**src/design/irqf_pkg.sv**
```systemverilog
// constants and types shared by the interrupt flag block
package irqf_pkg;

  localparam int unsigned NUM_SRC = 12;
  localparam int unsigned REG_W   = 4;
  localparam int unsigned ADDR_W  = 12;
  localparam int unsigned VEC_W   = 4;

  // register indices; byte address is four times the index
  localparam logic [7:0] IDX_EN_TIMERS_SERIAL = 8'h2d;
  localparam logic [7:0] IDX_EN_PINS          = 8'h2f;
  localparam logic [7:0] IDX_EN_OTHER         = 8'h30;
  localparam logic [7:0] IDX_TIMER_ZERO_REQ   = 8'h39;
  localparam logic [7:0] IDX_PIN_THREE_REQ    = 8'h3b;
  localparam logic [7:0] IDX_EVENT_STATUS     = 8'h40;
  localparam logic [7:0] IDX_EVENT_MASK       = 8'h41;
  localparam logic [7:0] IDX_CORE_STATE       = 8'h42;

  // field positions
  localparam int unsigned PENDING_BIT   = 0;
  localparam int unsigned PIN_LEVEL_BIT = 3;
  localparam int unsigned EV_TIMER_ZERO = 0;
  localparam int unsigned EV_PIN_THREE  = 1;
  localparam int unsigned EV_ACCEPT     = 2;
  localparam int unsigned EN_OTHER_T0   = 0;
  localparam int unsigned EN_OTHER_P3   = 1;
  localparam int unsigned EN_OTHER_P4   = 2;
  localparam int unsigned EN_OTHER_T1   = 3;

  // reset values
  localparam logic [REG_W-1:0] RST_ENABLE  = 4'h0;
  localparam logic [REG_W-1:0] RST_REQUEST = 4'h0;
  localparam logic [REG_W-1:0] RST_EVENT   = 4'h0;

  // source index; vector address is index plus one
  localparam int unsigned SRC_SERIAL_THREE = 0;
  localparam int unsigned SRC_SERIAL_TWO   = 1;
  localparam int unsigned SRC_TIMER_THREE  = 2;
  localparam int unsigned SRC_TIMER_TWO    = 3;
  localparam int unsigned SRC_TIMER_ONE    = 4;
  localparam int unsigned SRC_TIMER_ZERO   = 5;
  localparam int unsigned SRC_PIN_FOUR     = 6;
  localparam int unsigned SRC_PIN_THREE    = 7;
  localparam int unsigned SRC_PIN_TWO      = 8;
  localparam int unsigned SRC_PIN_ONE      = 9;
  localparam int unsigned SRC_PIN_ZERO     = 10;
  localparam int unsigned SRC_CHIP_ENABLE  = 11;
  localparam logic [VEC_W-1:0] VEC_BASE    = 4'h1;

  typedef logic [NUM_SRC-1:0] irqf_src_t;

endpackage : irqf_pkg

```
**src/design/irqf_sel_if.sv**
```systemverilog
// candidate and chosen source between the flag logic and the selector
interface irqf_sel_if;
  irqf_pkg::irqf_src_t          cand;
  logic                         any;
  logic [irqf_pkg::VEC_W-1:0]   vector;
  irqf_pkg::irqf_src_t          onehot;

  modport flags (output cand, input any, input vector, input onehot);
  modport sel   (input cand, output any, output vector, output onehot);
endinterface : irqf_sel_if

```
**src/design/irqf_select.sv**
```systemverilog
// fixed priority selector: highest vector address wins
module irqf_select (
  // candidate sources and the choice
  irqf_sel_if.sel s
);

  always_comb begin
    s.any    = 1'b0;
    s.vector = '0;
    s.onehot = '0;
    for (int i = 0; i < irqf_pkg::NUM_SRC; i++) begin
      if (s.cand[i]) begin
        s.any    = 1'b1;
        s.vector = irqf_pkg::VEC_W'(i) + irqf_pkg::VEC_BASE;
        s.onehot = irqf_pkg::irqf_src_t'(1) << i;
      end
    end
  end

endmodule : irqf_select

```
**src/design/irqf_top.sv**
```systemverilog
// interrupt request and enable flags with apb register access
// Notes on behaviour
// - interrupt accepted only with enable flag, request flag and global enable all set
// - timer zero request register: pending flag in bit 0, upper bits read zero
// - pin three request register: pending flag in bit 0
// - pin three request register bit 3 shows present pin level
// - per-source enable flags sit in registers the core reads and writes
// - enable register 1 bit 0 gates timer two interrupt
// - enable register 1 bit 1 gates timer three interrupt
// - enable register 1 bit 2 gates serial two interrupt
// - enable register 1 bit 3 gates serial three interrupt
// - enable register 3 bit 0 gates chip enable pin interrupt
// - enable register 3 bit 1 gates pin zero interrupt
// - enable register 3 bit 2 gates pin one interrupt
// - enable register 3 bit 3 gates pin two interrupt
// - accepted interrupt branches to fixed vector, chip enable highest, serial three lowest
module irqf_top (
  // clock and reset
  pclk,
  presetn,
  // apb slave
  psel,
  penable,
  pwrite,
  paddr,
  pwdata,
  prdata,
  pready,
  pslverr,
  // reset and clock-stop controls from the system
  watchdog_stack_reset,
  ce_reset,
  clock_stop,
  // core side
  global_irq_enable_instr,
  global_irq_disable_instr,
  irq_accept,
  irq_vector,
  // peripheral request events and levels
  timer_zero_event,
  pin_three_event,
  ext_pin_three,
  src_request,
  // event interrupt
  irq
);

  input  wire logic                          pclk;
  input  wire logic                          presetn;
  input  wire logic                          psel;
  input  wire logic                          penable;
  input  wire logic                          pwrite;
  input  wire logic [irqf_pkg::ADDR_W-1:0]   paddr;
  input  wire logic [31:0]                   pwdata;
  output var  logic [31:0]                   prdata;
  output var  logic                          pready;
  output var  logic                          pslverr;
  input  wire logic                          watchdog_stack_reset;
  input  wire logic                          ce_reset;
  input  wire logic                          clock_stop;
  input  wire logic                          global_irq_enable_instr;
  input  wire logic                          global_irq_disable_instr;
  output var  logic                          irq_accept;
  output var  logic [irqf_pkg::VEC_W-1:0]    irq_vector;
  input  wire logic                          timer_zero_event;
  input  wire logic                          pin_three_event;
  input  wire logic                          ext_pin_three;
  input  wire irqf_pkg::irqf_src_t           src_request;
  output var  logic                          irq;

  typedef struct packed {
    logic [irqf_pkg::REG_W-1:0] en_timers_serial;
    logic [irqf_pkg::REG_W-1:0] en_pins;
    logic [irqf_pkg::REG_W-1:0] en_other;
    logic                       timer_zero_pending;
    logic                       pin_three_pending;
    logic                       global_en;
    logic [irqf_pkg::REG_W-1:0] ev_status;
    logic [irqf_pkg::REG_W-1:0] ev_mask;
    logic [31:0]                rdata;
    logic                       ready;
    logic                       slverr;
    logic                       accept;
    logic [irqf_pkg::VEC_W-1:0] vector;
    logic                       irq;
  } irqf_state_t;

  irqf_state_t         st_q;
  irqf_state_t         st_d;
  irqf_sel_if          sel_if ();
  irqf_pkg::irqf_src_t enable_vec;
  irqf_pkg::irqf_src_t request_vec;
  logic [7:0]          index;
  logic                word_ok;
  logic                wr_en;
  logic                setup;
  logic [3:0]          wdat;
  logic [3:0]          rd_val;
  logic                rd_hit;

  irqf_select u_select (
    .s (sel_if.sel)
  );

  // byte address to register index; low two bits must be zero
  assign index   = paddr[9:2];
  assign word_ok = (paddr[1:0] == 2'b00) && (paddr[irqf_pkg::ADDR_W-1:10] == '0);
  assign setup   = psel && !penable;
  assign wr_en   = psel && penable && st_q.ready && pwrite && word_ok;
  assign wdat    = pwdata[3:0];

  // enable vector laid out by source index
  always_comb begin
    enable_vec = '0;
    enable_vec[irqf_pkg::SRC_TIMER_TWO]    = st_q.en_timers_serial[0];
    enable_vec[irqf_pkg::SRC_TIMER_THREE]  = st_q.en_timers_serial[1];
    enable_vec[irqf_pkg::SRC_SERIAL_TWO]   = st_q.en_timers_serial[2];
    enable_vec[irqf_pkg::SRC_SERIAL_THREE] = st_q.en_timers_serial[3];
    enable_vec[irqf_pkg::SRC_CHIP_ENABLE]  = st_q.en_pins[0];
    enable_vec[irqf_pkg::SRC_PIN_ZERO]     = st_q.en_pins[1];
    enable_vec[irqf_pkg::SRC_PIN_ONE]      = st_q.en_pins[2];
    enable_vec[irqf_pkg::SRC_PIN_TWO]      = st_q.en_pins[3];
    enable_vec[irqf_pkg::SRC_TIMER_ZERO]   = st_q.en_other[irqf_pkg::EN_OTHER_T0];
    enable_vec[irqf_pkg::SRC_PIN_THREE]    = st_q.en_other[irqf_pkg::EN_OTHER_P3];
    enable_vec[irqf_pkg::SRC_PIN_FOUR]     = st_q.en_other[irqf_pkg::EN_OTHER_P4];
    enable_vec[irqf_pkg::SRC_TIMER_ONE]    = st_q.en_other[irqf_pkg::EN_OTHER_T1];
  end

  // request flags held here replace the peripheral level for their sources
  always_comb begin
    request_vec = src_request;
    request_vec[irqf_pkg::SRC_TIMER_ZERO] = st_q.timer_zero_pending;
    request_vec[irqf_pkg::SRC_PIN_THREE]  = st_q.pin_three_pending;
  end

  // one candidate per source
  for (genvar g = 0; g < irqf_pkg::NUM_SRC; g++) begin : g_cand
    assign sel_if.cand[g] = enable_vec[g] && request_vec[g] && st_q.global_en;
  end

  // register read mux
  always_comb begin
    rd_val = '0;
    rd_hit = word_ok;
    unique case (index)
      irqf_pkg::IDX_EN_TIMERS_SERIAL: rd_val = st_q.en_timers_serial;
      irqf_pkg::IDX_EN_PINS:          rd_val = st_q.en_pins;
      irqf_pkg::IDX_EN_OTHER:         rd_val = st_q.en_other;
      irqf_pkg::IDX_TIMER_ZERO_REQ:   rd_val = {3'h0, st_q.timer_zero_pending};
      irqf_pkg::IDX_PIN_THREE_REQ:    rd_val = {ext_pin_three, 2'h0, st_q.pin_three_pending};
      irqf_pkg::IDX_EVENT_STATUS:     rd_val = st_q.ev_status;
      irqf_pkg::IDX_EVENT_MASK:       rd_val = st_q.ev_mask;
      irqf_pkg::IDX_CORE_STATE:       rd_val = {3'h0, st_q.global_en};
      default:                        rd_hit = 1'b0;
    endcase
  end

  always_comb begin
    st_d = st_q;

    // apb answer: ready in the first access cycle, data captured at setup
    st_d.ready  = setup;
    if (setup) begin
      st_d.rdata  = {28'h0, rd_val};
      st_d.slverr = !rd_hit;
    end else if (!psel) begin
      st_d.rdata  = '0;
      st_d.slverr = 1'b0;
    end

    // register writes; unmapped ones are dropped
    if (wr_en) begin
      unique case (index)
        irqf_pkg::IDX_EN_TIMERS_SERIAL: st_d.en_timers_serial = wdat;
        irqf_pkg::IDX_EN_PINS:          st_d.en_pins = wdat;
        irqf_pkg::IDX_EN_OTHER:         st_d.en_other = wdat;
        irqf_pkg::IDX_TIMER_ZERO_REQ:   st_d.timer_zero_pending = wdat[irqf_pkg::PENDING_BIT];
        irqf_pkg::IDX_PIN_THREE_REQ:    st_d.pin_three_pending = wdat[irqf_pkg::PENDING_BIT];
        irqf_pkg::IDX_EVENT_STATUS:     st_d.ev_status = st_q.ev_status & ~wdat;
        irqf_pkg::IDX_EVENT_MASK:       st_d.ev_mask = wdat;
        irqf_pkg::IDX_CORE_STATE:       st_d.global_en = wdat[0];
        default:                        st_d.ev_mask = st_q.ev_mask;
      endcase
    end

    // acceptance: one pulse, global enable drops so nesting needs a fresh enable
    st_d.accept = 1'b0;
    // a held or resetting core takes nothing, so no flag is consumed unseen
    if (sel_if.any && !st_q.accept && !clock_stop && !ce_reset && !watchdog_stack_reset) begin
      st_d.accept    = 1'b1;
      st_d.vector    = sel_if.vector;
      st_d.global_en = 1'b0;
      if (sel_if.onehot[irqf_pkg::SRC_TIMER_ZERO]) begin
        st_d.timer_zero_pending = 1'b0;
      end
      if (sel_if.onehot[irqf_pkg::SRC_PIN_THREE]) begin
        st_d.pin_three_pending = 1'b0;
      end
      st_d.ev_status[irqf_pkg::EV_ACCEPT] = 1'b1;
    end

    // core instructions; enable wins over a same-cycle disable
    if (global_irq_disable_instr) begin
      st_d.global_en = 1'b0;
    end
    if (global_irq_enable_instr) begin
      st_d.global_en = 1'b1;
    end

    // hardware set wins over a clear in the same cycle
    if (timer_zero_event) begin
      st_d.timer_zero_pending = 1'b1;
      st_d.ev_status[irqf_pkg::EV_TIMER_ZERO] = 1'b1;
    end
    if (pin_three_event) begin
      st_d.pin_three_pending = 1'b1;
      st_d.ev_status[irqf_pkg::EV_PIN_THREE] = 1'b1;
    end

    // watchdog/stack reset clears flags; chip enable reset and clock stop keep them
    if (watchdog_stack_reset) begin
      st_d.en_timers_serial   = irqf_pkg::RST_ENABLE;
      st_d.en_pins            = irqf_pkg::RST_ENABLE;
      st_d.en_other           = irqf_pkg::RST_ENABLE;
      st_d.timer_zero_pending = irqf_pkg::RST_REQUEST[0];
      st_d.pin_three_pending  = irqf_pkg::RST_REQUEST[0];
      st_d.global_en          = 1'b0;
      st_d.accept             = 1'b0;
    end
    // clock stop freezes acceptance only; flags stay as they are
    if (clock_stop || ce_reset) begin
      st_d.accept = 1'b0;
    end

    st_d.irq = |(st_d.ev_status & st_d.ev_mask);
  end

  // power-on reset is the asynchronous reset
  always_ff @(posedge pclk or negedge presetn) begin
    if (!presetn) begin
      st_q <= '{
        en_timers_serial:   irqf_pkg::RST_ENABLE,
        en_pins:            irqf_pkg::RST_ENABLE,
        en_other:           irqf_pkg::RST_ENABLE,
        timer_zero_pending: irqf_pkg::RST_REQUEST[0],
        pin_three_pending:  irqf_pkg::RST_REQUEST[0],
        global_en:          1'b0,
        ev_status:          irqf_pkg::RST_EVENT,
        ev_mask:            irqf_pkg::RST_EVENT,
        rdata:              32'h0000_0000,
        ready:              1'b0,
        slverr:             1'b0,
        accept:             1'b0,
        vector:             4'h0,
        irq:                1'b0
      };
    end else begin
      st_q <= st_d;
    end
  end

  assign prdata     = st_q.rdata;
  assign pready     = st_q.ready;
  assign pslverr    = st_q.slverr;
  assign irq_accept = st_q.accept;
  assign irq_vector = st_q.vector;
  assign irq        = st_q.irq;

endmodule : irqf_top

```
**config.mk**
```make
export PLATFORM = sky130hd
export DESIGN_NAME = irqf_top
export DESIGN_NICKNAME = d
export VERILOG_FILES = /design/src/design/irqf_pkg.sv /design/src/design/irqf_sel_if.sv /design/src/design/irqf_select.sv /design/src/design/irqf_top.sv
export SDC_FILE = /design/constraint.sdc
export NUM_CORES = 1
export LEC_CHECK = 0
export ABC_AREA = 1
export ABC_CLOCK_PERIOD_IN_PS = 1800
export BUFFER_PORTS_ARGS = -buffer_cell sky130_fd_sc_hd__buf_2
export CORE_MARGIN = 1.5
export CORE_UTILIZATION = 44
export DETAILED_ROUTE_END_ITERATION = 10
export PLACE_DENSITY_LB_ADDON = 0.25
export SLEW_MARGIN = 5
export SYNTH_ARGS = -nofsm -noshare
export SYNTH_HDL_FRONTEND = slang
export SYNTH_HIERARCHICAL = 1
export SYNTH_SLANG_ARGS = --single-unit
```
**constraint.sdc**
```tcl
create_clock -name pclk -period 1.8 [get_ports pclk]
set_input_delay 0.36 -clock pclk [delete_from_list [all_inputs] [get_ports pclk]]
set_output_delay 0.36 -clock pclk [all_outputs]
set_load 0.03 [all_outputs]
```
======== Yosys cells after proc, flatten, opt, wreduce, memory -nomap -nowiden ========
Index checks and enable logic that the tools add are counted.
cells by class
  equal/unequal tests ..................... 9
  mux-type cells .......................... 65
  bitwise gates (word level) .............. 3
  reduce and logical (&&, ||, !) cells .... 55
operators with widths
  kind                  count
  $mux W32              2
  $mux W4               11
  $eq A8 B6 Y1 const B  5
  $mux W8               5
  $logic_and A1 B1 Y1   34
  $pmux W4 S8           1
  $mux W1               31
  $eq A8 B7 Y1 const B  3
  $mux W23              1
  $mux W3               6
  $mux W15              1
  $mux W5               2
  $reduce_bool A5 Y1    2
  $and A4 B4 Y4         2
  $reduce_and A2 Y1     4
  $reduce_bool A2 Y1    4
  $reduce_or A8 Y1      1
  $mux W7               1
  $logic_not A1 Y1      6
  $mux W2               3
  $mux W6               1
  $logic_not A2 Y1      2
  $not A4 Y4            1
  $reduce_or A4 Y1      1
  other kinds (2)       2
word-level totals
  register bits ........................... 63
  bits of input ports ..................... 69
  output and inout bits ................... 40
  word-level logic and storage cells ...... 146

======== Longest topological paths before layout ========
  word-level depth ........................ 22
  gate-level depth with buffers ........... 13
  depth with buffers taken out ............ 13

======== Modules after synthesis ========
Netlist, hierarchy kept.
by module, submodules not included
  module       instances  cells each  area an instance (µm²)  sequential area each (µm²)
  irqf_top     1          325         2339.7                  875.8
  irqf_select  1          52          271.5                   0.0

======== Worst setup path after synthesis ========
Ideal clock, no wire load.
  kind .................................... register to register
  from .................................... reg st_q[48] (netlist name)
  to ...................................... reg st_q (netlist bit request_vec[5])
  library setup time ...................... 122 ps
  arrival time ............................ 1794 ps
  data required time ...................... 1678 ps
  slack ................................... -116 ps
  cell stages (with the launch flop) ...... 13
  buffers on the path ..................... 0
  clock period less this slack ............ 1916 ps
  path through ............................ dfrtp_1 -> clkinv_1 -> nor2_1 -> inv_2 -> nand2_4 -> nor2_4 -> nand3_1 -> nor3b_1 -> nand2_1 -> inv_1 -> nand2_1 -> nand3_1 -> a21oi_1
RTL lines
  what                      RTL line         source
  start: declaration        irqf_top.sv:88   irqf_state_t st_q;
  start signal: assignment  irqf_top.sv:241  st_q <= '{
  start signal: assignment  irqf_top.sv:258  st_q <= st_d;

======== Worst setup path after layout ========
  from .................................... reg st_q[48] (netlist name)
  to ...................................... reg st_q[48] (netlist name)
on the way
  elaborated cells between the ends (all ways) .. 35
  classes of those cells .................. mux: 16; reduce/logical: 19
RTL lines
  what                                 RTL line           source
  $logic_and A1 B1 Y1 *                irqf_top.sv:138    assign sel_if.cand[g] = enable_vec[g] && request_vec[g] && st_q.global_en;
  net sel_if.cand[8]                   irqf_sel_if.sv:3   irqf_pkg::irqf_src_t cand;
  $mux W1 * (4 in series)              irqf_select.sv:12  if (s.cand[i]) begin
  net sel_if.any                       irqf_sel_if.sv:4   logic any;
  $logic_and A1 B1 Y1 * (4 in series)  irqf_top.sv:189    if (sel_if.any && !st_q.accept && !clock_stop && !ce_reset && !watchdog_stack_reset) begin
  $mux W3                              irqf_top.sv:189
  $mux W1                              irqf_top.sv:203    if (global_irq_disable_instr) begin
  $mux W1                              irqf_top.sv:206    if (global_irq_enable_instr) begin
  $mux W15                             irqf_top.sv:221    if (watchdog_stack_reset) begin
The timed path passes the listed nets; every way through them passes the cells marked *.
A chain may end at the register's enable or synchronous reset.

==> results_dict.tcl <==
set metrics [dict create \
    status "finished, final reports clean" \
    port_buffers 50 \
    ant_nets 0 \
    switching_share_pct 29.6 \
    syn_area_sq_mm 0.00253 \
    die_area_sq_mm 0.00623 \
    worst_hold_path_type "input port to asynchronous set/reset pin" \
    drtIter0Drc 75 \
    p_per_area_mw_per_mm2 521 \
    avgViaCountPerCell 4.62 \
    via_count 2383 \
    gp_congestion 0.847 \
    io_pins 109 \
    area_growth_pct 22.4 \
    dp_hpwl_mm 4.56 \
    r2r_slack_ns 0.05 \
    maxSlewViolCount 0 \
    tritoncts "built" \
    grt_pass1_wl_mm 9.39 \
    power_frac_clock_pct 33.9 \
    pre_cts_slack_ns -0.131 \
    routedWlPerCell_um 11.3 \
    grtUsageTotal_pct 19.5 \
    finalNonFillerCells 516 \
    drv_cap 0 \
    rsz0062_at_grt "yes" \
    critPathKind "flip-flop to flip-flop" \
    cell_internal_pwr_w 0.00114 \
    seqPwrFrac_pct 49.7 \
    dp_cells 499 \
    clock_sinks 35 \
    finClkSkew_ns 0.00734 \
    avgSynthCellArea_sq_um 6.95 \
    antenna_cells 0 \
    reg2reg_to "st_q[48]" \
    grt_max_degree 36 \
    grt_pass1_vias 2156 \
    start_kind "flip-flop" \
    critPathMaxFanout 4 \
    yosys_warnings 6 \
    clock_path_buffers 2 \
    setup_viol 0 \
    postLayoutCoreUtil_pct 56.0 \
    leakage_nw 1.74 \
    cpPeakStageDelay_ns 0.45 \
    reg2reg_from "st_q[48]" \
    clockRootBuffer "clkbuf_8" \
    placement_rows 27 \
    fin_crit_sh_pct 97.4 \
    crit_slowest_cell "dfrtp_2" \
    die_w_um 78.9 \
    dr.pass1.iters 4 \
    hold_viol 0 \
    cts_buffers 5 \
    comb_power_share_pct 16.4 \
    cts.htree.levels 2 \
    crit_path_end_kind "flip-flop" \
    nets 512 \
    p_sw_w 0.000478 \
    max_freq_ghz 0.571 \
    cp.arrival_ns 1.93 \
    antenna_found_initial 0 \
    overflow 0 \
    wirelength_mm 5.84 \
    nFillCells 556 \
    insertion_delay_ns 0.29 \
    die_y_um 78.9 \
    core_area_sq_mm 0.00554 \
    drc 0 \
    final.setup.worst_slack_ns 0.0477 \
    synthCells 365 \
    clk_pin_slew_ns 0.07 \
    ctsHoldBuffers 0 \
    fin_crit_ns 1.75 \
    cp_cell_sequence "buf_6 > nand2_4 > nor2_4 > nor2_4 > nand2_2 > nor2_4 > nand3_2 > nor3b_4 > nand2_2 > nand2_2 > nor2_1 > nand3_1 > nand3_1 > o21ai_1" \
    finalPower_w 0.00162 \
    rr_worst_depth 14 \
    irDropWorstVdd_mv 0.307 \
    layout-drive-gt1-share_pct 32.9 \
    initial_core_util_pct 45.8 \
    required_ns 1.98 \
]
routing by layer:
layer / GRT usage [%] / share of wire [%]
met3: 4.37 / 5.1
met5: 0 / 0
met2: 31.9 / 48
met1: 25.1 / 44
met4: 7.72 / 2.3
flip-flops by register name, indices dropped and copies added (netlist names):
signal	count
prdata	4
st_q	9
irq_vector	4
pslverr	1
request_vec	2
enable_vec	12
pready	1
irq	1
irq_accept	1
placed cells by master (no fill, tap or decap), drive strengths merged, types with 3 or more instances in the layout:
| cell | n |
|---|---|
| inv | 44 |
| nor2 | 49 |
| conb | 28 |
| buf | 83 |
| dfrtp | 35 |
| o21ai | 21 |
| nand4 | 4 |
| a21oi | 6 |
| clkbuf | 7 |
| o21bai | 3 |
| nand2 | 124 |
| nand3 | 31 |
final cells by class:
type	count	area, sq um	area share (%)
multi-input cells	273	1370	44.1
inverters	45	176	5.69
repair buffers	83	509	16.4
clock inverters	1	5.00	0.161
clock buffers	7	76.3	2.46
flip-flops and latches	35	877	28.3
well taps	72	90.1	2.90
critical path, delay by kind of cell (launching register included):
kind	cells	cell delay, ns
AO/OA/AOI/OAI	1	0.06
AND/OR/NAND/NOR	12	1.00
flip-flops	1	0.45
buffers and inverters	1	0.14
worst max path at each step:
stage | cells after the start | slack (ns) | from | endpoint
global placement | 14 | -0.14 | st_q[48] | irq
finish | 14 | 0.05 | st_q[48] | st_q[48]
floorplan | 12 | 0.07 | st_q[48] | request_vec[5]
CTS | 14 | 0.001 | st_q[48] | st_q[48]
detailed placement | 14 | -0.13 | st_q[48] | irq
global route | 14 | -0.11 | st_q[48] | st_q[48]
what timing repair did:
action                                  4_1_cts  5_1_grt
gates resized for setup                       8       18
cloned                                        0        0
endpoints found under the setup margin        8        8
setup buffers                                 3        6
pin swaps                                     2        7
power groups by stage:
stage | Clock [W] | Sequential, W | Combinational, W
after CTS | 0.000558 | 0.000802 | 0.000253
after detailed placement | 0 | 0.000816 | 0.000249
after global placement | 0 | 0.000816 | 0.000248
after global routing | 0.000611 | 0.000803 | 0.000290
final | 0.000549 | 0.000803 | 0.000265
after floorplan | 0 | 0.000822 | 0.000198
metrics by stage:
| step | instance area (sq um) | hold slack (ns) | TNS, ns |
|---|---|---|---|
| 6_report | 3100 | 0.106 | 0 |
| 2_1_floorplan | 2650 | 0.0644 | 0 |
| 5_1_grt | 3100 | 0.123 | -0.277 |
| 4_1_cts | 3000 | 0.119 | 0 |
| 3_5_place_dp | 2870 | 0.429 | -0.714 |
| 3_3_place_gp | 2870 | 0.428 | -0.736 |
Power figures use the tool's default switching activity.
